`config.mk`:
```
export PLATFORM = sky130hd
export DESIGN_NAME = hrs_device_flat
export DESIGN_NICKNAME = d
export VERILOG_FILES = /design/src/hrs_pkg.sv /design/src/hrs_link_if.sv /design/src/hrs_device.sv /design/src/flat_wrapper.sv
export SDC_FILE = /design/constraint.sdc
export NUM_CORES = 1
export LEC_CHECK = 0
export BUFFER_PORTS_ARGS = -buffer_cell sky130_fd_sc_hd__buf_4
export CORE_MARGIN = 2
export CORE_UTILIZATION = 52
export DETAILED_ROUTE_END_ITERATION = 10
export PLACE_DENSITY = 0.79
export SYNTH_ARGS = -nofsm -noshare
export SYNTH_HDL_FRONTEND = slang
export SYNTH_SLANG_ARGS = --single-unit
```
`constraint.sdc`:
```
create_clock -name mclk -period 2.6 [get_ports mclk]
set_input_delay 0.13 -clock mclk [delete_from_list [all_inputs] [get_ports mclk]]
set_output_delay 0.13 -clock mclk [all_outputs]
set_load 0.01 [all_outputs]
```
`src/hrs_pkg.sv`:
```
// Shared constants and types for the hub reset, strap and SMBus-ready sequencer.
// Assumes a single 20 MHz clock shared by both ends of the link.
package hrs_pkg;

    localparam int CLK_PERIOD_NS = 50;

    // Times as printed, in their own units.
    localparam int T_RST_ASSERT_US = 5;
    localparam int T_STRAP_HOLD_MS = 1;
    localparam int T_SMB_READY_MS = 40;
    localparam int T_ATTACH_READY_US = 11500;
    localparam int T_I2C_SM_HALF_NS = 5000;
    localparam int T_I2C_FM_HALF_NS = 1250;

    // Least times round up to whole cycles.
    localparam int RST_ASSERT_CYC = (T_RST_ASSERT_US * 1000 + CLK_PERIOD_NS - 1) / CLK_PERIOD_NS;
    localparam int STRAP_HOLD_CYC = (T_STRAP_HOLD_MS * 1000000 + CLK_PERIOD_NS - 1) / CLK_PERIOD_NS;
    localparam int SMB_READY_CYC = (T_SMB_READY_MS * 1000000 + CLK_PERIOD_NS - 1) / CLK_PERIOD_NS;
    localparam int ATTACH_READY_CYC = (T_ATTACH_READY_US * 1000 + CLK_PERIOD_NS - 1) / CLK_PERIOD_NS;

    localparam int CNT_W = 20;
    localparam int STRAP_W = 8;
    localparam int HALF_W = 8;

    localparam logic [HALF_W-1:0] I2C_SM_HALF_CYC = HALF_W'(T_I2C_SM_HALF_NS / CLK_PERIOD_NS);
    localparam logic [HALF_W-1:0] I2C_FM_HALF_CYC = HALF_W'(T_I2C_FM_HALF_NS / CLK_PERIOD_NS);

    localparam logic [15:0] CMD_ATTACH_RUNTIME = 16'hAA56;

    typedef enum logic [2:0] {DS_POR, DS_HELD, DS_RUN, DS_READY, DS_ATTACH} hrs_dev_state_t;
    typedef enum logic [1:0] {HS_RUN, HS_ASSERT, HS_WAIT_CLK} hrs_host_state_t;

endpackage

```
`src/hrs_link_if.sv`:
```
// Link between the hub sequencer and the board logic with its SMBus master.
// Commands are modelled at transaction level: one code per valid/ack handshake.
interface hrs_link_if #(parameter int STRAP_W = 8);
    logic resetN;
    logic [STRAP_W-1:0] strapPins;
    logic cmdValid;
    logic [15:0] cmdCode;
    logic cmdAck;
    logic hubSuspend;
    logic clkForceOn;

    modport device (
        input resetN,
        input strapPins,
        input cmdValid,
        input cmdCode,
        output cmdAck,
        input hubSuspend,
        input clkForceOn
    );

    modport host (
        output resetN,
        output strapPins,
        output cmdValid,
        output cmdCode,
        input cmdAck,
        output hubSuspend,
        output clkForceOn
    );
endinterface

```
`src/hrs_device.sv`:
```
// Hub end: internal power-on reset, strap latching and SMBus slave readiness.
// Commands arrive at transaction level, one code per valid and acknowledge pair.
// Assumes the board keeps reset width, strap hold and bus idle times.
// Assumes the bus wire protocol itself is handled outside this block.
//
// How it works
// - External reset, if used, low at least 5 us.
// - Internal power-on reset alone brings device up.
// - Straps latch again after every external reset.
// - Straps stay stable 1 ms after reset release.
// - Without reset, straps stable 1 ms after power.
// - Before power-on reset ends, power-on timing rules.
// - Clock stable before reset is released.
// - Bus idle 40 ms after power-on or release.
// - Bus idle 11.5 ms after attach command ack.
// - Suspend without forced clocks hides SMBus slave.
// - I2C supports 100 kHz and 400 kHz modes.
module hrs_device
    import hrs_pkg::*;
#(
    // Timing counts in clock cycles; shorter values only speed up simulation.
    parameter int SW = STRAP_W,
    parameter int STRAP_CYC = STRAP_HOLD_CYC,
    parameter int READY_CYC = SMB_READY_CYC,
    parameter int ATTACH_CYC = ATTACH_READY_CYC
)
(
    // Clock and power-on reset.
    input wire logic mclk,
    input wire logic rst,
    // Link to board logic and SMBus master.
    hrs_link_if.device link,
    // Core side.
    input wire logic i2cFastSel,
    output logic [SW-1:0] strapLatched,
    output logic porDone,
    output logic smbReady,
    output logic [HALF_W-1:0] i2cSclHalf
);

    ////////////////////////////////////////////////////////////////////////////////
    // One record holds all state, so the reset image and the next copy cannot drift apart.
    typedef struct packed {
        hrs_dev_state_t st;
        logic [CNT_W-1:0] cnt;
        logic porDone;
        logic [SW-1:0] strap;
        logic ack;
        logic rdy;
        logic sync1;
        logic sync2;
        logic [HALF_W-1:0] half;
    } hrs_dev_t;

    localparam hrs_dev_t DEV_RESET = '{
        st: DS_POR,
        cnt: '0,
        porDone: 1'b0,
        strap: '0,
        ack: 1'b0,
        rdy: 1'b0,
        sync1: 1'b0,
        sync2: 1'b0,
        half: I2C_SM_HALF_CYC
    };

    // End points are one short because counts start at zero, or at RELEASE_LAG after an external release.
    localparam logic [CNT_W-1:0] STRAP_LAST = CNT_W'(STRAP_CYC - 1);
    localparam logic [CNT_W-1:0] READY_LAST = CNT_W'(READY_CYC - 1);
    localparam logic [CNT_W-1:0] ATTACH_LAST = CNT_W'(ATTACH_CYC - 1);
    // Two synchroniser stages plus the edge that leaves the held state.
    localparam logic [CNT_W-1:0] RELEASE_LAG = CNT_W'(32'h0000_0003);

    hrs_dev_t s_r;
    hrs_dev_t s_nxt;
    logic extHeld;
    logic reachable;

    ////////////////////////////////////////////////////////////////////////////////
    // Every counter end point is tested through one decode, so all states compare alike.
    function automatic logic cntAt(input logic [CNT_W-1:0] value, input logic [CNT_W-1:0] last);
        return value == last;
    endfunction

    ////////////////////////////////////////////////////////////////////////////////
    always_comb
    begin
        s_nxt = s_r;
        s_nxt.ack = 1'b0;
        s_nxt.sync1 = link.resetN;
        s_nxt.sync2 = s_r.sync1;
        // Assertion is seen straight from the pin; release waits for the synchronised copy.
        extHeld = !link.resetN || !s_r.sync2;
        // Suspend stops the slave clocks unless software forced them on.
        reachable = !link.hubSuspend || link.clkForceOn;
        if (i2cFastSel)
        begin
            s_nxt.half = I2C_FM_HALF_CYC;
        end
        else
        begin
            s_nxt.half = I2C_SM_HALF_CYC;
        end
        unique case (s_r.st)
            DS_POR:
            begin
                // Runs from the clock reset alone, so no external pulse is needed.
                s_nxt.cnt = s_r.cnt + 1'b1;
                // Straps are taken at the end of the power-on window, while the board still holds them.
                if (cntAt(s_r.cnt, STRAP_LAST))
                begin
                    s_nxt.strap = link.strapPins;
                    s_nxt.porDone = 1'b1;
                    s_nxt.st = DS_RUN;
                end
            end
            DS_HELD:
            begin
                // The count stays cleared while the pin or its synchronised copy is low.
                s_nxt.cnt = '0;
                if (!extHeld)
                begin
                    // Counting resumes as if from the pin edge, so the strap sample stays inside
                    // the board's hold window and readiness meets the master's idle time.
                    s_nxt.cnt = RELEASE_LAG;
                    s_nxt.st = DS_RUN;
                end
            end
            DS_RUN:
            begin
                s_nxt.cnt = s_r.cnt + 1'b1;
                // After an external release the straps are taken at the end of their hold window.
                if (cntAt(s_r.cnt, STRAP_LAST))
                begin
                    s_nxt.strap = link.strapPins;
                end
                if (cntAt(s_r.cnt, READY_LAST))
                begin
                    s_nxt.st = DS_READY;
                    s_nxt.cnt = '0;
                end
            end
            DS_READY:
            begin
                // One acknowledge per request: the host drops valid only on the edge that sees it.
                if (link.cmdValid && reachable && !s_r.ack)
                begin
                    s_nxt.ack = 1'b1;
                    if (link.cmdCode == CMD_ATTACH_RUNTIME)
                    begin
                        s_nxt.st = DS_ATTACH;
                        s_nxt.cnt = '0;
                    end
                end
            end
            DS_ATTACH:
            begin
                // The slave stays busy while the attach settles.
                s_nxt.cnt = s_r.cnt + 1'b1;
                if (cntAt(s_r.cnt, ATTACH_LAST))
                begin
                    s_nxt.st = DS_READY;
                    s_nxt.cnt = '0;
                end
            end
            default:
            begin
                // An illegal state code restarts the power-on sequence.
                s_nxt.st = DS_POR;
                s_nxt.cnt = '0;
            end
        endcase
        // Until the power-on reset ends the pin is ignored, so power-on timing governs.
        if (s_r.st != DS_POR && extHeld)
        begin
            s_nxt.st = DS_HELD;
            s_nxt.cnt = '0;
            s_nxt.ack = 1'b0;
        end
        // Readiness is a registered level, so the master never sees a decode glitch.
        s_nxt.rdy = 1'b0;
        if ((s_nxt.st == DS_READY) && reachable)
        begin
            s_nxt.rdy = 1'b1;
        end
    end

    // Reset is synchronous, so the whole record takes its image on an edge.
    always_ff @(posedge mclk)
    begin
        if (rst)
        begin
            s_r <= DEV_RESET;
        end
        else
        begin
            s_r <= s_nxt;
        end
    end

    ////////////////////////////////////////////////////////////////////////////////
    assign link.cmdAck = s_r.ack;
    assign strapLatched = s_r.strap;
    assign porDone = s_r.porDone;
    assign smbReady = s_r.rdy;
    assign i2cSclHalf = s_r.half;

endmodule

```
`src/flat_wrapper.sv`:
```
// flat-port wrapper written by rule: the top's interface ports become plain ports
module hrs_device_flat import hrs_pkg::*;
#(
                                                                              
    parameter int SW = STRAP_W,
    parameter int STRAP_CYC = STRAP_HOLD_CYC,
    parameter int READY_CYC = SMB_READY_CYC,
    parameter int ATTACH_CYC = ATTACH_READY_CYC
)
  (mclk, rst, i2cFastSel, strapLatched, porDone, smbReady, i2cSclHalf, link_resetN, link_strapPins, link_cmdValid, link_cmdCode, link_cmdAck, link_hubSuspend, link_clkForceOn);
  hrs_link_if #(.STRAP_W(8)) link_i ();
  input wire logic mclk;
  input wire logic rst;
  input wire logic i2cFastSel;
  output logic [SW-1:0] strapLatched;
  output logic porDone;
  output logic smbReady;
  output logic [HALF_W-1:0] i2cSclHalf;
  input wire logic [$bits(link_i.resetN)-1:0] link_resetN;
  input wire logic [$bits(link_i.strapPins)-1:0] link_strapPins;
  input wire logic [$bits(link_i.cmdValid)-1:0] link_cmdValid;
  input wire logic [$bits(link_i.cmdCode)-1:0] link_cmdCode;
  output wire logic [$bits(link_i.cmdAck)-1:0] link_cmdAck;
  input wire logic [$bits(link_i.hubSuspend)-1:0] link_hubSuspend;
  input wire logic [$bits(link_i.clkForceOn)-1:0] link_clkForceOn;
  assign link_i.resetN = link_resetN;
  assign link_i.strapPins = link_strapPins;
  assign link_i.cmdValid = link_cmdValid;
  assign link_i.cmdCode = link_cmdCode;
  assign link_cmdAck = link_i.cmdAck;
  assign link_i.hubSuspend = link_hubSuspend;
  assign link_i.clkForceOn = link_clkForceOn;
  hrs_device #(.SW(SW), .STRAP_CYC(STRAP_CYC), .READY_CYC(READY_CYC), .ATTACH_CYC(ATTACH_CYC)) u_core (.mclk(mclk), .rst(rst), .link(link_i), .i2cFastSel(i2cFastSel), .strapLatched(strapLatched), .porDone(porDone), .smbReady(smbReady), .i2cSclHalf(i2cSclHalf));
endmodule
```
# After elaboration in Yosys (flattened, before gate mapping)
# Cells that the tools add are included.
# Widths: inputs -> output; s select.
[word_totals]
reg_bits = 44
inputBits = 31
output_inout_bits = 19
[classes]
add_sub_neg = 1
eq_ne = 13
n_mux = 14
n_bitwise = 1
n_reduce_logical = 18
[ops]
columns = ["operator", "n"]
rows = [
  ["$mux 23", 6],
  ["$pmux 23 s5", 1],
  ["$add 20x1->20 const B", 1],
  ["$eq 20x15->1 const B", 1],
  ["$eq 20x18->1 const B", 1],
  ["$eq 20x20->1 const B", 1],
  ["$eq 16x16->1 const B", 1],
  ["$mux 8", 2],
  ["$pmux 8 s2", 1],
  ["$eq 3x2->1 const B", 3],
  ["$ne 2x1->1 const B", 4],
  ["$mux 7", 1],
  ["$logic_and 1x1->1", 4],
  ["$logic_not 1->1", 4],
  ["$reduce_and 2->1", 2],
  ["$eq 3x1->1 const B", 1],
  ["$eq 3x3->1 const B", 1],
  ["$logic_not 3->1", 1],
  ["$mux 3", 1],
  ["$reduce_and 3->1", 1],
  ["$reduce_bool 3->1", 1],
  ["$reduce_or 3->1", 1],
  ["$logic_or 1x1->1", 2],
  ["$mux 1", 2],
  ["3 further kinds", 3],
]

# Logic depth before layout (Yosys ltp)
# Gate-level depths: netlist of the first run.
[logic_depth]
word_depth = 10
ltp_mapped = 9

# Least setup slack after synthesis of the first run
# OpenSTA, ideal clock, no wires.
[synth_timing]
path_kind = "flip-flop to flip-flop"
startpoint = "reg u_core.s_r[21] in the netlist's numbering"
endpoint = "reg u_core.s_r[36] in the netlist's numbering"
setup_ns = 0.115
t_arrival_ns = 2.105
required_ns = 2.485
path_slack_ns = 0.381
path_stages_with_launch = 10
n_path_buf = 2
synth_period_minus_slack_ns = 2.219
cell_sequence = "dfxtp_1 -> ha_1 -> and4_1 -> buf_4 -> nand2_2 -> or4_4 -> a22o_4 -> o21bai_4 -> buf_6 -> nor2_1"
[synth_between]
elab_chain_len = 3
word_cells_on_any_way = 6
cone_classes = "add/sub (1); eq/ne (2); mux (3)"
[synth_lines]
columns = ["item", "line", "text"]
rows = [
  ["start: declaration", "hrs_device.sv:74", "hrs_dev_t s_r;"],
  ["start signal: assignment", "hrs_device.sv:197", "s_r <= s_nxt;"],
  ["$add 20x1->20, or another cell as far along", "hrs_device.sv:108, hrs_device.sv:131, hrs_device.sv:159", ""],
  ["$mux 23 (on tied branches)", "hrs_device.sv:160, hrs_device.sv:137", ""],
  ["$pmux 23 s5 *", "hrs_device.sv:104", "unique case (s_r.st)"],
]
# Every way passes the cells marked *; elsewhere a longest branch is shown, timed or not.
# A chain may end at the register's enable or synchronous reset.

# Final worst setup path of the first run
[layout_timing]
startpoint = "reg u_core.s_r[21] in the netlist's numbering"
endpoint = "reg u_core.s_r[25] in the netlist's numbering"
# Same word-level chain as after synthesis.

==> results.txt, run 1 <==
The count of yosys warnings during synthesis was 0. The net count of the finished layout is 289. The number of antenna violations at the first check in global routing came out at 0. TritonCTS built the clock tree.

sky130_fd_sc_hd__dfxtp_1 is the most common cell in the netlist. Type of the worst setup path: flip-flop to flip-flop. Number of fill cells in the layout: 326.

The die covers 0.004234 mm². In the synthesized netlist the async set-or-reset flop fraction comes to 0%. Data arrival at the endpoint of the critical path: 2.56 ns. The initial utilization of the core area, before any placement, comes to 53.37%. The run finished with clean final reports.

50 I/O pins were placed. Counting flops with a built-in enable in the synthesized netlist gives 0. The H-tree depth is 2. From synthesis to final layout, the design area changed by 18.65%.

The most used flip-flop cell after synthesis is sky130_fd_sc_hd__dfxtp_1. Before antenna repair, the detailed router went through 4 iterations. The run gives 0 as the number of max-cap violations.

Sorting the synthesized cells by area gives the leading types as sky130_fd_sc_hd__dfxtp_1, sky130_fd_sc_hd__buf_4, sky130_fd_sc_hd__nor2_1, sky130_fd_sc_hd__xor2_1, sky130_fd_sc_hd__mux2i_1. The tree is rooted in a sky130_fd_sc_hd__clkbuf_8. The time the worst path needs with I/O delays and setup was 2.399 ns. The design draws 1072 µW. Via count of the first global-routing pass: 1461.

The later pin in the worst-skew pair is clocked with a latency of 0.29 ns. The critical path startpoint category is a flip-flop. The multiplexer fraction of the synthesized cell area is 4.129%, and the cell count after synthesis is 223. The final-report hold violation count came out at 0. At the pin with the least slew margin, the transition time is 0.5846 ns. The logs give 0.0004276 V for the worst vdd rail ir drop and 0 for the number of remaining DRC errors.

For the area of the core, the log shows 0.003633 mm². The post-DP HPWL is 2.853 mm, and the simple logic cell fraction of the synthesized area is 31.16%. Summed over all layers, the routed wires come to 3.817 mm. For the number of gates given a new drive strength after cts, the log shows 0. The combinational family with the most area after synthesis was simple AND/OR/NAND/NOR gates. The run gives 0 as the total global routing overflow. Setup repair after global routing left no endpoint under its margin. For the max-slew violation total from the final report, the log shows 0.

After detailed routing, the average wire length per cell comes to 12.47 µm. Dividing total power by cell area gives a power density of 465.8 mW/mm². The synthesized design spends more area on one cell type than any other, namely sky130_fd_sc_hd__dfxtp_1.

Entering global routing, the biggest net connects 20 pins. For this block, the via count after detailed routing is 1647. At the end of routability-driven placement, the weighted congestion stood at 0.8403. The share of Yosys cell area claimed by the top area cell type works out to 39.23%. Counting flops and latches in the post-synthesis netlist gives 38. Clock-pin slew was measured on the worst setup and hold paths at 0.07 ns. The fraction of the mapped netlist area in compound gates is 7.226%. After synthesis the cells add up to 0.001939 mm².

For this design, the CTS-stage hold fixing added 0 buffers. The xor and xnor fraction of the mapped netlist area works out to 6.774%. The logs give 0.0009193 µW for the leakage power total and 416.8 MHz for the maximum operating frequency. The tools report the critical path startpoint as u_core.s_r[21]. The worst-case clock buffer depth is 2, and the setup violation total in the final timing report is 0. Start point of the worst min-delay path: link_strapPins[5]. The number of antenna diodes in the final layout is 0. In the final layout, the share of cells above drive strength 1 is 25.58%. The run gives 0.07951 ns as the worst hold margin.

For the worst setup path, the data required time is 2.76 ns. For the violation count after the first detailed-routing iteration, the log shows 80. The adder-cell share of the synthesized area works out to 0.6452%. STA classifies the critical path endpoint as a flip-flop. Adding up every negative setup slack in the final design gives 0 ns. The number of I/O port buffers came out at 47. The run gives 19.33% as the aggregate global-route resource usage.

The post-synthesis area per instance is 8.697 µm². The count of nets left with antenna violations after detail routing was 0. After synthesis, the most frequently instantiated cells are sky130_fd_sc_hd__dfxtp_1, sky130_fd_sc_hd__nor2_1, sky130_fd_sc_hd__buf_4.

The startpoint of the worst register-to-register path was u_core.s_r[21]. Row generation in the floorplan step produced 22 rows. After synthesis, the netlist uses 47 different library cells. Clock sink total: 38. The die boundary height was 65.07 µm; the buffer count from post-CTS setup fixing was 0. The number of clock buffers added by TritonCTS is 5. The worst setup skew after layout was 0.005635 ns; the final critical-path share of the clock period was 92.28%. In this run the horizontal extent of the chip is 65.07 µm.

The wire length of the first global-routing pass came out at 6.444 mm. The path class of the tightest hold or removal check is input port to flip-flop. The share of the Yosys chip area taken by registers is 39.23%. The maximum fanout along the worst path works out to 17. The worst slew margin relative to its limit was 60.02%; the detailed-route vias per instance was 5.382.
-- worst paths after layout --
check | endpoint | slack (ns) | cells after the start
hold reg to reg | u_core.s_r[8] | 0.44 | 1
hold / removal | u_core.strapLatched[5] | 0.08 | 3
setup / recovery | u_core.s_r[25] | 0.20 | 7
setup reg to reg | u_core.s_r[25] | 0.20 | 7
-- metrics by stage --
step	setup slack, ns	util [%]	std cells	instance area (µm²)
6_report	0.2006	63.33	306	2301
5_1_grt	0.06008	63.33	306	2301
4_1_cts	0.2027	63.33	306	2301
3_5_place_dp	0.2024	60.81	298	2210
3_3_place_gp	0.2752	60.81	298	2210
2_1_floorplan	0.3808	-	224	1943
-- flip-flops by register name, indices dropped and copies added (netlist names) --
register             flops
u_core.s_r              24
u_core.strapLatched      8
u_core.i2cSclHalf        2
u_core.porDone           1
u_core.s_nxt             1
u_core.smbReady          1
u_core.link.cmdAck       1
-- cell families after synthesis --
group,count (synthesis)
xor+xnor,15
compound gates,18
fa+ha+maj,1
other cells,1
buf+inv,32
simple gates,110
flops,38
mux,8
-- critical path: stages (launching register included) --
cell,delay (ns)
sky130_fd_sc_hd__dfxtp_1,0.38
sky130_fd_sc_hd__ha_1,0.22
sky130_fd_sc_hd__and4_1,0.29
sky130_fd_sc_hd__nand2_2,0.10
sky130_fd_sc_hd__or4_4,0.55
sky130_fd_sc_hd__a22o_4,0.27
sky130_fd_sc_hd__o21bai_4,0.37
sky130_fd_sc_hd__nor2_1,0.09
-- final cells by class --
class	count	area, µm²	share of cell area (%)
Clock inverter	1	5.005	0.2175
Multi-Input combinational cell	154	975.9	42.41
Clock buffer	7	86.33	3.752
Timing Repair Buffer	52	390.4	16.97
Inverter	6	22.52	0.9788
Tap cell	48	60.06	2.610
Sequential cell	38	760.7	33.06
-- where the power goes --
| group | internal, µW | switching [µW] |
|---|---|---|
| combinational | 46.1 | 27.3 |
| clock | 214 | 189 |
| sequential | 589 | 6.27 |
-- placed cells by master (no fill, tap or decap), drive strengths merged, types with 2 or more instances in the layout --
cell type	Yosys	routed
buf	22	52
dfxtp	38	38
nor2	35	35
nand3	16	16
xor2	14	14
nand4	9	9
mux2i	8	8
nor3	8	8
nand2	8	8
clkbuf	4	7
inv	6	6
a21oi	6	6
nor4	5	5
nor2b	5	5
and3	3	3
nand4b	3	3
o21ai	3	3
nand3b	2	2
nor4bb	2	2
and4	2	2
or3	2	2
a31oi	2	2
conb	1	2
-- metal layers --
| layer | share of wire (%) | track usage, % | vias up |
|---|---|---|---|
| li1 | - | - | 831 |
| met1 | 46 | 25.03 | 773 |
| met4 | 0.81 | 7.552 | 0 |
| met2 | 47 | 30.80 | 41 |
| met3 | 6.2 | 5.035 | 2 |
| met5 | 0 | 0 | - |
No activity file was read; power rests on OpenSTA's default activity.
==> inputs of run 2 (changes only) <==
--- a/config.mk
+++ b/config.mk
@@ -9,6 +9,7 @@
 export CORE_MARGIN = 2
 export CORE_UTILIZATION = 52
 export DETAILED_ROUTE_END_ITERATION = 10
+export GPL_TIMING_DRIVEN = 0
 export PLACE_DENSITY = 0.79
 export SYNTH_ARGS = -nofsm -noshare
 export SYNTH_HDL_FRONTEND = slang
==> run 2 against run 1 <==
Compared with the run above: global-route usage grew 2.9 points; largest power group unchanged; clock power shrank 7.9%; via count increased by 5.4%; highest routed layer unchanged; utilization increased by 4.2 points; critical path type unchanged; worst hold slack got worse by 0.054 ns; critical endpoint is now u_core.s_r[32].
==> results.txt, run 2 (synthesis results as in run 1) <==
The leakage power total is 0.001015 µW. The aggregate global-route resource usage was 22.22%; the required time of the critical path was 2.79 ns. The depth of the worst hold-timing path was 2; the total detailed-routing wirelength was 4.253 mm. The run gives 2 as the H-tree depth.

Worst setup skew after layout: 0.003152 ns. The final critical-path share of the clock period was 94.82%. The flow ran to the end, and the final reports show no timing, DRC or antenna violations. Setup violations remaining at the end of the flow were counted as 0. The library cell used most frequently in the layout, excluding fill and tap cells, is sky130_fd_sc_hd__buf_4. The reg2reg setup slack is 0.13 ns.

The floorplan has 22 rows. After legalization and detailed placement, the total HPWL measured 3.119 mm. The first global-routing pass estimated 7.286 mm of wire.

For the initial core utilization, the log shows 53.37%. The register with the most flip-flops in the layout has 24 of them. For the worst slew margin relative to its limit, the log shows 43.31%. In this run the worst path has a maximum fanout of 10. Start point of the worst min-delay path: rst. The startpoint of the worst register-to-register path was u_core.s_r[22]. Area of the core: 0.003633 mm².

STA classifies the critical path startpoint as a flip-flop. The time the worst path needs with I/O delays and setup came out at 2.465 ns. Type of the worst setup path: flip-flop to flip-flop. The worst setup path is captured at a flip-flop.

TritonCTS built the clock tree. In this run the clock root is driven by a sky130_fd_sc_hd__clkbuf_8. During placement, the flow inserted port buffers numbering 47.

The tools report the number of placed instances, taps included as 319. For the worst setup path, the data arrival time is 2.65 ns. The routed layout has 1736 vias. The final-report hold violation count was 0; the total power density per cell area was 430.6 mW/mm². The number of antenna diodes is 0. The run gives 0 ns as the total negative slack. Setup repair after global routing left no endpoint under its margin.

The total clock buffers created by CTS is 5. The worst-margin pin slew is 0.8458 ns, and the hold buffer count at cts is 0. The violation count after the first detailed-routing iteration came out at 100. The via count of the first global-routing pass is 1636. Across the run, the number of max-cap violations was 0. The tools report the number of remaining DRC errors as 0. The count of nets left with antenna violations after detail routing was 0.

The final layout contains 312 nets. For the weighted congestion at the end of routability-driven global placement, the log shows 0.8300. From synthesis to final layout, the design area changed by 26.52%.

Maximum operating frequency: 405.6 MHz. The total overflow left after global routing is 0. The most critical setup path has its startpoint at u_core.s_r[22].

For the full die area, the log shows 0.004234 mm². The type of the most critical hold path is input port to flip-flop. The worst register-to-register path ends at u_core.s_r[32]. The max-slew violation total from the final report came out at 0.

Dividing the detail-routed wire length by the instance count gives 12.97 µm. The post-CTS clock slew at the launch and capture registers of the worst setup and hold paths came out at 0.07 ns. In the layout the commonest cells are sky130_fd_sc_hd__buf_4, sky130_fd_sc_hd__dfxtp_1, sky130_fd_sc_hd__nor2_1, sky130_fd_sc_hd__nand3_1, sky130_fd_sc_hd__xor2_1.

Register containing the most flip-flops in the final layout: u_core.s_r. For this design, the sink count on the clock tree is 38. In the final layout, the share of cells above drive strength 1 is 31.43%.

Across the VDD grid, the largest voltage drop is 0.0003810 V. The source-to-sink clock delay at the later pin of the worst-skew pair is 0.29 ns, and the detailed-route vias per instance is 5.293. For the pin count of the biggest net entering global routing, the log shows 12.

Once layout is complete, the cells apart from fillers number 328. The depth of the worst register-to-register path came out at 9. The number of antenna violations at the first check in global routing came out at 0. The capture endpoint of the worst hold path was u_core.s_nxt[8]. In this run the count of I/O pins placed on the die edge is 50. The post-route core utilization was 67.53%; the floorplan die width was 65.07 µm. The die boundary height works out to 65.07 µm. For the first-pass detailed-route iteration total, the log shows 4. For the worst-case clock buffer depth, the log shows 2.
==> run 2: how the worst max path moves through the flow <==
stage | to | slack (ns) | cells after the start
after CTS | u_core.s_r[34] | 0.1 | 9
after detailed placement | u_core.s_r[34] | 0.13 | 9
after global placement | u_core.s_r[31] | 0.16 | 9
after global routing | u_core.s_r[32] | 0.006 | 9
final | u_core.s_r[32] | 0.13 | 9
after floorplan | u_core.s_r[36] | 0.38 | 9
==> run 2: stage by stage <==
stage / cell area [µm²] / total power [µW] / hold WS, ns / setup slack (ns)
after floorplan: 1943 / 646.0 / 0.2016 / 0.3808
after global placement: 2356 / 692.7 / 0.3280 / 0.1554
after detailed placement: 2356 / 694.6 / 0.3340 / 0.1343
after CTS: 2435 / 1067 / 0.02107 / 0.09710
after global routing: 2454 / 1103 / 0.02826 / 0.005821
final: 2454 / 1057 / 0.02548 / 0.1346
==> run 2: where the power goes <==
part | total, µW | leakage (µW) | switching, µW | internal (µW)
registers | 596 | 0.000308 | 6.56 | 590
logic | 88.9 | 0.000663 | 31.0 | 57.9
clock network | 371 | 0.0000438 | 192 | 179
==> run 2: timing repair <==
| item | 4_1_cts | 5_1_grt |
|---|---|---|
| buffers inserted | 0 | 2 |
| endpoints found under the setup margin | 0 | 10 |
| resized for setup | 0 | 2 |
==> run 2: per-layer routing <==
metal	up-vias	global-route usage, %	share of wire, %
met5	-	0	0
met4	0	7.292	1.3
met3	8	7.639	7.1
met2	51	36.98	47
met1	799	26.88	44
li1	878	-	-
==> run 2: final cells by class <==
cell class | count | area, µm²
Clock buffer | 5 | 68.82
Fill cell | 331 | 1180
Multi-Input combinational cell | 154 | 978.4
Tap cell | 48 | 60.06
Inverter | 6 | 22.52
Sequential cell | 38 | 762.0
Timing Repair Buffer | 49 | 367.9
Clock inverter | 2 | 10.01
Buffer | 26 | 183.9
==> run 2: critical path, stage by stage (launching register included) <==
cell                       delay (ns)
sky130_fd_sc_hd__dfxtp_1         0.38
sky130_fd_sc_hd__ha_2            0.23
sky130_fd_sc_hd__and4_1          0.19
sky130_fd_sc_hd__buf_4           0.15
sky130_fd_sc_hd__nand2_2         0.08
sky130_fd_sc_hd__or4_4           0.56
sky130_fd_sc_hd__a22o_4          0.28
sky130_fd_sc_hd__o21bai_4        0.26
sky130_fd_sc_hd__buf_6           0.18
sky130_fd_sc_hd__nor2_1          0.05
